$ cat src/pochm_pkg.sv
// Constants, enumerations and carriers for the configuration sequencer and hybrid-mode selector
package pochm_pkg;

   // Clock and timing
   localparam int CLK_MHZ            = 250;
   localparam int SETTLE_NS          = 10000;
   localparam int SETTLE_CYC         = (SETTLE_NS * CLK_MHZ + 999) / 1000;
   localparam int TON_MAX_NS         = 20000;
   localparam int TON_MAX_CYC        = (TON_MAX_NS * CLK_MHZ) / 1000;

   // Resistance boundaries, pin code in 10 ohm units
   localparam logic [11:0] PF_EDGE_LM   = 12'h070;
   localparam logic [11:0] PF_EDGE_MH   = 12'h157;
   localparam logic [11:0] PF_EDGE_HN   = 12'h274;
   localparam logic [11:0] OTP_EDGE_12  = 12'h105;
   localparam logic [11:0] OTP_EDGE_23  = 12'h1AC;

   // Constant-on-time share in eighths of a line cycle
   localparam logic [2:0] SHARE_LOW     = 3'h2;
   localparam logic [2:0] SHARE_MED     = 3'h4;
   localparam logic [2:0] SHARE_HIGH    = 3'h5;
   localparam logic [2:0] SHARE_NONE    = 3'h0;

   // Junction temperatures in degrees C
   localparam logic [7:0] DERATE_T1     = 8'h78;
   localparam logic [7:0] DERATE_T2     = 8'h82;
   localparam logic [7:0] DERATE_T3     = 8'h8C;
   localparam logic [7:0] START_T_LIMIT = 8'h6E;
   localparam int         DERATE_SHIFT  = 2;

   // Register map, byte addresses
   localparam logic [7:0] REG_CC_TARGET = 8'h00;
   localparam logic [7:0] REG_STATUS    = 8'h04;
   localparam logic [7:0] REG_MEASURE   = 8'h08;
   localparam logic [7:0] REG_FEEDBACK  = 8'h0C;
   localparam logic [7:0] REG_TIMING    = 8'h10;
   localparam logic [9:0] CC_TARGET_RST = 10'h200;
   localparam logic [9:0] IPK_REF_RST   = 10'h100;
   localparam logic [15:0] TON_THR_RST  = 16'h0400;

   typedef enum logic [1:0] {PF_LOW, PF_MED, PF_HIGH, PF_NONE} pochm_pf_level_type;
   typedef enum logic [2:0] {ST_WAIT, ST_PF, ST_OTP, ST_TEMP, ST_RUN} pochm_cfg_state_type;
   typedef enum logic [1:0] {SW_IDLE, SW_ON, SW_DEMAG} pochm_sw_state_type;

   typedef struct packed {
      pochm_pf_level_type pf;
      logic [1:0]         otp;
   } pochm_cfg_type;

endpackage

$ cat src/pochm_top.sv
// Start-up configuration sequencer and hybrid constant-current / constant-on-time selector
`timescale 1ns/1ps

// Operation
// - Source current on sense pin, switch off
// - Classify sense resistance to four factor levels
// - Shares 25, 50, 62.5, 0 percent
// - Thermal configuration after factor configuration, switch off
// - Source current on feedback pin, measure
// - Map to three derating levels, keep
// - Derating starts at 120, 130, 140 C
// - Configure once per power-up before soft-start
// - Start only below 110 C, else withhold
// - Capture feedback value each switching cycle
// - Alternate constant-current and constant-on-time segments
// - Hold averaged diode current constant
// - Fixed on-time, critical conduction sets frequency
// - Threshold selects mode by line level
// - Constant on-time copies last current-mode on-time
// - Move threshold to regulate configured share
// - Level four runs current mode always
// - Level four clamps on-time at 20us
module pochm_top
   import pochm_pkg::*;
#(
   parameter int TON_MAX = TON_MAX_CYC
) (
   input  wire logic        pclk,
   input  wire logic        presetn,
   input  wire logic        psel,
   input  wire logic        penable,
   input  wire logic        pwrite,
   input  wire logic [7:0]  paddr,
   input  wire logic [31:0] pwdata,
   output logic      [31:0] prdata,
   output logic             pready,
   output logic             pslverr,
   input  wire logic        enable_pin,
   input  wire logic        peak_trip_pin,
   input  wire logic        demag_end_pin,
   input  wire logic        valley_pin,
   output logic             current_sense_config_pin,
   output logic             feedback_thermal_config_pin,
   output logic             adc_start,
   input  wire logic        adc_done,
   input  wire logic [11:0] adc_code,
   input  wire logic [7:0]  temp_code,
   input  wire logic        line_zero,
   input  wire logic        fb_sample_valid,
   input  wire logic [11:0] fb_sample_code,
   output logic             drive_on,
   output logic [9:0]       peak_ref,
   output logic             startup_device_control,
   output logic             softstart_go,
   output logic             derate_active
);

   localparam logic [15:0] TON_LIMIT = 16'(TON_MAX);

   logic [3:0]          sync_a;
   logic [3:0]          sync_b;
   logic                enable_s;
   logic                peak_s;
   logic                demag_s;
   logic                valley_s;
   pochm_cfg_state_type cfg_state;
   pochm_cfg_type       cfg;
   logic [15:0]         settle_cnt;
   logic                meas_started;
   logic [11:0]         pf_code;
   logic [11:0]         otp_code;
   logic                hot_hold;
   logic [9:0]          cc_target;
   logic [11:0]         feedback_value;
   pochm_sw_state_type  sw_state;
   logic                cot_mode;
   logic                peak_in_cot;
   logic [15:0]         on_cnt;
   logic [15:0]         last_cc_ton;
   logic [15:0]         cot_ton;
   logic [15:0]         ton_thresh;
   logic [15:0]         demag_cnt;
   logic [15:0]         period_cnt;
   logic [15:0]         period_last;
   logic [23:0]         line_cnt;
   logic [23:0]         cot_cnt;
   logic [2:0]          share;
   logic [7:0]          derate_temp;
   logic [9:0]          eff_target;
   logic [7:0]          excess;
   logic                on_end;
   logic                run;

   // Pins pass two flops before use
   always_ff @(posedge pclk or negedge presetn) begin
      if (!presetn) begin
         sync_a <= 4'h0;
         sync_b <= 4'h0;
      end else begin
         sync_a <= {valley_pin, demag_end_pin, peak_trip_pin, enable_pin};
         sync_b <= sync_a;
      end
   end
   assign enable_s = sync_b[0];
   assign peak_s   = sync_b[1];
   assign demag_s  = sync_b[2];
   assign valley_s = sync_b[3];

   // Configuration sequence, runs once until the next lockout reset
   always_ff @(posedge pclk or negedge presetn) begin
      if (!presetn) begin
         cfg_state    <= ST_WAIT;
         settle_cnt   <= 16'h0000;
         meas_started <= 1'b0;
         adc_start    <= 1'b0;
         pf_code      <= 12'h000;
         otp_code     <= 12'h000;
         cfg          <= '{pf: PF_NONE, otp: 2'h0};
         hot_hold     <= 1'b0;
         softstart_go <= 1'b0;
      end else begin
         adc_start    <= 1'b0;
         softstart_go <= 1'b0;
         case (cfg_state)
            ST_WAIT: begin
               if (enable_s) begin
                  cfg_state <= ST_PF;
               end
            end
            ST_PF, ST_OTP: begin
               // Pin voltage must settle before the conversion
               if (!meas_started && settle_cnt == 16'(SETTLE_CYC - 1)) begin
                  adc_start    <= 1'b1;
                  meas_started <= 1'b1;
               end else if (!meas_started) begin
                  settle_cnt <= settle_cnt + 16'h0001;
               end
               if (meas_started && adc_done) begin
                  meas_started <= 1'b0;
                  settle_cnt   <= 16'h0000;
                  if (cfg_state == ST_PF) begin
                     pf_code   <= adc_code;
                     cfg_state <= ST_OTP;
                     if (adc_code < PF_EDGE_LM) begin
                        cfg.pf <= PF_LOW;
                     end else if (adc_code < PF_EDGE_MH) begin
                        cfg.pf <= PF_MED;
                     end else if (adc_code < PF_EDGE_HN) begin
                        cfg.pf <= PF_HIGH;
                     end else begin
                        cfg.pf <= PF_NONE;
                     end
                  end else begin
                     otp_code  <= adc_code;
                     cfg_state <= ST_TEMP;
                     if (adc_code < OTP_EDGE_12) begin
                        cfg.otp <= 2'h0;
                     end else if (adc_code < OTP_EDGE_23) begin
                        cfg.otp <= 2'h1;
                     end else begin
                        cfg.otp <= 2'h2;
                     end
                  end
               end
            end
            ST_TEMP: begin
               // Too hot: keep waiting here, no switching
               if (temp_code < START_T_LIMIT) begin
                  cfg_state    <= ST_RUN;
                  softstart_go <= 1'b1;
                  hot_hold     <= 1'b0;
               end else begin
                  hot_hold <= 1'b1;
               end
            end
            ST_RUN: begin
               cfg_state <= ST_RUN;
            end
            default: begin
               cfg_state <= ST_WAIT;
            end
         endcase
      end
   end

   assign current_sense_config_pin    = (cfg_state == ST_PF);
   assign feedback_thermal_config_pin = (cfg_state == ST_OTP);
   assign run = (cfg_state == ST_RUN);

   always_ff @(posedge pclk or negedge presetn) begin
      if (!presetn) begin
         startup_device_control <= 1'b1;
      end else if (run) begin
         startup_device_control <= 1'b0;
      end
   end

   // Derating and share tables
   always_comb begin
      case (cfg.otp)
         2'h0:    derate_temp = DERATE_T1;
         2'h1:    derate_temp = DERATE_T2;
         default: derate_temp = DERATE_T3;
      endcase
      case (cfg.pf)
         PF_LOW:  share = SHARE_LOW;
         PF_MED:  share = SHARE_MED;
         PF_HIGH: share = SHARE_HIGH;
         default: share = SHARE_NONE;
      endcase
   end

   // Current target falls by a fixed slope above the derating point
   always_comb begin
      excess = temp_code - derate_temp;
      if (temp_code <= derate_temp) begin
         eff_target = cc_target;
      end else if ({2'b00, excess} << DERATE_SHIFT >= cc_target) begin
         eff_target = 10'h000;
      end else begin
         eff_target = cc_target - 10'({2'b00, excess} << DERATE_SHIFT);
      end
   end

   always_ff @(posedge pclk or negedge presetn) begin
      if (!presetn) begin
         derate_active <= 1'b0;
      end else begin
         derate_active <= run && (temp_code > derate_temp);
      end
   end

   // End of on-time: peak trip in current mode, fixed count otherwise
   always_comb begin
      if (on_cnt + 16'h0001 >= TON_LIMIT) begin
         on_end = 1'b1;
      end else if (cot_mode) begin
         on_end = (on_cnt + 16'h0001 >= cot_ton);
      end else begin
         on_end = peak_s;
      end
   end

   // Switching cycle; starts only at a valley after the winding has reset
   always_ff @(posedge pclk or negedge presetn) begin
      if (!presetn) begin
         sw_state    <= SW_IDLE;
         drive_on    <= 1'b0;
         on_cnt      <= 16'h0000;
         demag_cnt   <= 16'h0000;
         period_cnt  <= 16'h0000;
         period_last <= 16'h0000;
         last_cc_ton <= 16'h0000;
         cot_ton     <= 16'h0000;
         cot_mode    <= 1'b0;
         peak_in_cot <= 1'b0;
         peak_ref    <= IPK_REF_RST;
      end else begin
         period_cnt <= (period_cnt == 16'hFFFF) ? period_cnt : period_cnt + 16'h0001;
         case (sw_state)
            SW_IDLE: begin
               if (run && valley_s) begin
                  sw_state    <= SW_ON;
                  drive_on    <= 1'b1;
                  on_cnt      <= 16'h0000;
                  peak_in_cot <= 1'b0;
                  period_last <= period_cnt;
                  period_cnt  <= 16'h0000;
               end
            end
            SW_ON: begin
               on_cnt <= on_cnt + 16'h0001;
               if (cot_mode && peak_s) begin
                  peak_in_cot <= 1'b1;
               end
               if (on_end) begin
                  drive_on  <= 1'b0;
                  sw_state  <= SW_DEMAG;
                  demag_cnt <= 16'h0000;
                  if (!cot_mode) begin
                     last_cc_ton <= on_cnt + 16'h0001;
                  end
               end
            end
            SW_DEMAG: begin
               demag_cnt <= demag_cnt + 16'h0001;
               if (demag_s) begin
                  sw_state <= SW_IDLE;
                  // Mode decided only here, between cycles
                  if (cfg.pf == PF_NONE) begin
                     cot_mode <= 1'b0;
                  end else if (cot_mode) begin
                     cot_mode <= !peak_in_cot;
                  end else if (last_cc_ton >= ton_thresh) begin
                     cot_mode <= 1'b1;
                     cot_ton  <= last_cc_ton;
                  end
                  // Peak x reset time tracks target x period
                  if (!cot_mode) begin
                     if (26'(peak_ref * demag_cnt) > 26'(eff_target * period_last)) begin
                        if (peak_ref != 10'h000) begin
                           peak_ref <= peak_ref - 10'h001;
                        end
                     end else if (peak_ref != 10'h3FF) begin
                        peak_ref <= peak_ref + 10'h001;
                     end
                  end
               end
            end
            default: begin
               sw_state <= SW_IDLE;
               drive_on <= 1'b0;
            end
         endcase
      end
   end

   // Share measured per line cycle; high on-time means low line
   always_ff @(posedge pclk or negedge presetn) begin
      if (!presetn) begin
         line_cnt   <= 24'h000000;
         cot_cnt    <= 24'h000000;
         ton_thresh <= TON_THR_RST;
      end else if (line_zero) begin
         line_cnt <= 24'h000000;
         cot_cnt  <= 24'h000000;
         if (run && cfg.pf != PF_NONE) begin
            if ({cot_cnt, 3'b000} > 27'(line_cnt * share)) begin
               if (ton_thresh != 16'hFFFF) begin
                  ton_thresh <= ton_thresh + 16'h0001;
               end
            end else if ({cot_cnt, 3'b000} < 27'(line_cnt * share)) begin
               if (ton_thresh != 16'h0001) begin
                  ton_thresh <= ton_thresh - 16'h0001;
               end
            end
         end
      end else begin
         if (line_cnt != 24'hFFFFFF) begin
            line_cnt <= line_cnt + 24'h000001;
         end
         if (cot_mode && cot_cnt != 24'hFFFFFF) begin
            cot_cnt <= cot_cnt + 24'h000001;
         end
      end
   end

   // Feedback sampled while the secondary conducts
   always_ff @(posedge pclk or negedge presetn) begin
      if (!presetn) begin
         feedback_value <= 12'h000;
      end else if (fb_sample_valid && sw_state == SW_DEMAG) begin
         feedback_value <= fb_sample_code;
      end
   end

   // APB slave, zero wait states
   assign pready  = 1'b1;
   assign pslverr = psel && penable && !(paddr == REG_CC_TARGET || paddr == REG_STATUS ||
                    paddr == REG_MEASURE || paddr == REG_FEEDBACK || paddr == REG_TIMING);

   always_ff @(posedge pclk or negedge presetn) begin
      if (!presetn) begin
         cc_target <= CC_TARGET_RST;
      end else if (psel && penable && pwrite && paddr == REG_CC_TARGET) begin
         cc_target <= pwdata[9:0];
      end
   end

   always_ff @(posedge pclk or negedge presetn) begin
      if (!presetn) begin
         prdata <= 32'h00000000;
      end else if (psel && !penable) begin
         case (paddr)
            REG_CC_TARGET: prdata <= {22'h000000, cc_target};
            REG_STATUS:    prdata <= {22'h000000, derate_active, hot_hold, cot_mode,
                                      cfg_state, cfg.otp, cfg.pf};
            REG_MEASURE:   prdata <= {4'h0, otp_code, 4'h0, pf_code};
            REG_FEEDBACK:  prdata <= {20'h00000, feedback_value};
            REG_TIMING:    prdata <= {last_cc_ton, ton_thresh};
            default:       prdata <= 32'h00000000;
         endcase
      end
   end

endmodule

$ cat config.mk
export PLATFORM = sky130hd
export DESIGN_NAME = pochm_top
export DESIGN_NICKNAME = d
export VERILOG_FILES = /design/src/pochm_pkg.sv /design/src/pochm_top.sv
export SDC_FILE = /design/constraint.sdc
export NUM_CORES = 2
export LEC_CHECK = 0
export ABC_AREA = 1
export BUFFER_PORTS_ARGS = -buffer_cell sky130_fd_sc_hd__buf_4
export CAP_MARGIN = 20
export CORE_MARGIN = 2
export CORE_UTILIZATION = 58
export DETAILED_ROUTE_END_ITERATION = 8
export MAX_ROUTING_LAYER = met4
export PLACE_DENSITY = 0.89
export SYNTH_ARGS = -nofsm -noshare
export SYNTH_HDL_FRONTEND = slang
export SYNTH_SLANG_ARGS = --single-unit
$ cat constraint.sdc
create_clock -name pclk -period 9.91 [get_ports pclk]
set_input_delay 0.4955 -clock pclk [delete_from_list [all_inputs] [get_ports pclk]]
set_output_delay 0.4955 -clock pclk [all_outputs]
set_load 0.02 [all_outputs]
==> impl_results.md <==
* TritonRoute pass-1 iters at 6
* Worst-case reg-to-reg path depth at 62
* Clk Latency, worst-skew pair at 0.60 ns
* Leak at 18.3 nW
* Most frequent CP cell: nand2_2
* WL final at 82.7 mm
* WL met1 at 32.5 mm
* GP Congestion at 0.995
* Worst EP required at 10.38 ns
* Critical Path Max Stage Delay at 0.58 ns
* Die Area at 54,600 sq um
* Final Hold Vio Count at 0
* Clock Skews at 0.0259 ns
* Core outline area at 52,300 sq um
* GR Overflow Total at 0
* Placed inst area at 32,700 sq um
* Vias in the first global route at 28,200
* Mapped Area at 30,600 sq um
* Total clock sinks at 290
* Largest family of logic cells by synthesized area: adder cells
* Hold WS at 0.122 ns
* Fin cells at 4,932
* Yosys reg bits at 290
* Mapped Cells at 4,057
* Detailed placer's ending HPWL at 60.7 mm
* Violated checks: negative setup slack
* RSZ-0062 raised after global routing: true
* Max Slew Vio Count at 0
* FF/Latch Area at 7260 sq um
* Xor and xnor area share after synthesis at 0.0404
* FP Rows at 84
* Max layer used: met4
* Clock root buffer: clkbuf_16
* Filler cells at 4,005
* Largest fanout on the critical path at 8
* Top_reg_cell synth: dfrtp_1
* Largest net degree at the start of global routing at 84
* Final setup fails at 3
* Longest Clk Path Bufs at 3
* Ant. Diodes at 0
* First-pass GRT wire length at 133 mm
* Power density over the cells at 99.3 nW/um^2
* Hold path start: fb_sample_code[3]
* Initial antenna violation count at 0
* Layout cell share with drive strength beyond 1 at 0.126
* Number of synthesized flops with an enable pin at 0
* Final worst slack at -0.0177 ns
* Synth warn at 0
* Crit path capture: peak_ref[9]$_DFFE_PN0P_
* Rel. slew slack at 0.238
* Multi-input gate area at 20,900 sq um
* Setup_tns at -0.0318 ns
* Hold Crit Class: input pin to flip-flop
* Ports at 135
* Layout net count at 4,818
* Setup crit start kind: flip-flop
* Post-synthesis sequential area ratio at 0.238
* Global Route Usage Sum at 0.304
* Die Wd at 234 um
* Highest clock rate at 101 MHz
* Mapped Nets at 4,654
* FF-to-FF setup slack at -0.02 ns
* Die Height at 234 um
* Initial DRC Count at 2,875
* Htree depth at 1
* Multiplexer area fraction after synthesis at 0.00774
* Via density at 5.79
* Worst VDD drop at 0.137 mV
* Adder-Cell Fraction of Synth Area at 0.270
* CP Capture Type: flip-flop
* Post-synth ARST share at 1.00
* Status: finished with violations
* Cell area after layout at 34,700 sq um
* Wirelength per Cell at 16.8 um
* Post-synthesis simple-gate area fraction at 0.248
* Vias at 28,600
* RR Endpoint: peak_ref[9]$_DFFE_PN0P_
* Metal3 WL at 6.04 mm
* WP data arrival at 10.40 ns
* Number of max-cap violations at 0
* CTS Buf Count at 30
* CP Class: flip-flop to flip-flop
* Worst Setup SP: cfg[0]$_DFFE_PN0P_
* Met2 WL post-DR at 40.4 mm
* Crit share post-route at 1.00
* Antenna viol nets, final at 0
* Residual DRC at 0
* Syn_area_per_cell at 7.53 sq um
* Area Growth Syn to Fin at 13.5%
* Final min period at 9.93 ns
* Total chip power at 3.45 mW
* Worst-path clk slew at 0.07 ns
* Actual slew at the worst max-slew pin at 1.14 ns
* Post-Place Cells at 4,850
* Synth Area in Compound Gates at 0.0948
* # port buffers at 111
* Initial Util at 0.584
* TritonCTS clock tree: built
* Reg-to-reg startpoint: cfg[0]$_DFFE_PN0P_
* Critical-path top delay cell: fa_1
* Post-synth cell types at 59
-- logic make-up after synthesis --
logic type,count (synthesis)
other,1
adders and majority gates,513
muxes,21
DFF,290
AOI/OAI and AO/OA,516
and+or+nand+nor,1773
xor gates and xnor gates,141
buffers and inverters,802
-- cells in the mapped netlist (21+ instances only) --
master    number  area (sq um)
nand2_1     1029          3860
inv_1        660          2480
nor2_1       295          1110
dfrtp_1      284          7110
ha_1         267          3340
fa_1         246          4920
a21oi_1      207          1040
nand3_1      201          1010
o21ai_0      174           871
xor2_1        91           797
clkbuf_1      84           315
nor3_1        81           405
nand4_1       69           432
xnor2_1       50           438
nand2_2       24           150
mux2_2        21           236
-- worst min-delay path by stage --
stage	endpoint	depth (start not counted)
2_1_floorplan	adc_start$_DFF_PN0_	0
3_3_place_gp	sync_b[0]$_DFF_PN0_	0
3_5_place_dp	sync_b[0]$_DFF_PN0_	0
4_1_cts	feedback_value[3]$_DFFE_PN0P_	2
5_1_grt	feedback_value[6]$_DFFE_PN0P_	2
6_report	feedback_value[3]$_DFFE_PN0P_	2
-- routing by layer --
metal,GRT usage,up-vias
li1,-,13200
met1,0.377,13700
met2,0.505,1342
met3,0.0354,329
met4,0.130,0
met5,-,-
-- flip-flops by register name, indices dropped and copies added (netlist names), 3 cells and up --
| register | cells |
|---|---|
| prdata | 32 |
| cot_cnt | 24 |
| line_cnt | 24 |
| cot_ton | 16 |
| demag_cnt | 16 |
| last_cc_ton | 16 |
| on_cnt | 16 |
| period_cnt | 16 |
| period_last | 16 |
| settle_cnt | 16 |
| ton_thresh | 16 |
| feedback_value | 12 |
| otp_code | 12 |
| pf_code | 12 |
| cc_target | 10 |
| peak_ref | 10 |
| cfg | 4 |
| sync_a | 4 |
| sync_b | 4 |
| cfg_state | 3 |
-- stage by stage --
step | utilization | setup WS, ns
after floorplan | - | 0.523
after global placement | 0.625 | -0.195
after detailed placement | 0.625 | -0.463
after CTS | 0.649 | 0.0307
after global routing | 0.663 | -0.476
final | 0.663 | -0.0177
-- placed cells by master, fill, tap and decap left out, types with 21 or more instances in the layout --
cell type | Yosys | routed
a21oi_2 | 2 | 25
nand3_1 | 201 | 194
xor2_1 | 91 | 91
a21oi_1 | 207 | 180
dfrtp_1 | 284 | 284
xnor2_1 | 50 | 48
nand2_2 | 24 | 43
inv_1 | 660 | 645
inv_2 | 9 | 21
mux2_2 | 21 | 21
buf_4 | 4 | 239
clkbuf_16 | 0 | 30
ha_1 | 267 | 248
o21ai_1 | 20 | 25
nand2_1 | 1029 | 1006
nand4_1 | 69 | 69
fa_1 | 246 | 243
o21ai_0 | 174 | 164
nor3_1 | 81 | 78
nor2_1 | 295 | 280
-- critical path, delay by kind of cell (launching register included) --
kind | cells | cell delay [ns]
buf+inv | 12 | 1.15
fa+ha+maj | 11 | 4.29
simple gates | 30 | 2.75
xor+xnor | 2 | 0.24
compound gates | 7 | 0.96
flops | 1 | 0.39
-- timing repair --
action	4_1_cts	5_1_grt
buffers inserted	5	14
hold buffers	5	0
cloned	0	2
pin swaps	11	67
endpoints found under the setup margin	7	10
endpoints found under the hold margin	82	0
resized for setup	23	138
-- report_power, final --
group | leakage [nW] | switching, mW | internal [mW] | total [mW]
Combinational | 13.9 | 0.469 | 0.363 | 0.831
Sequential | 3.88 | 0.127 | 1.25 | 1.37
Clock | 0.529 | 0.521 | 0.723 | 1.24
Total | 18.3 | 1.12 | 2.33 | 3.45
-- area by class of cell --
type,count,share of cell area
tap,688,0.0248
sequential,290,0.209
multi-input combinational,2965,0.602
timing repair inverter,1,0.000216
inverter,677,0.0737
timing repair buffer,256,0.0589
clock inverter,19,0.00775
clock buffer,36,0.0234
No activity file was read; power rests on OpenSTA's default activity.
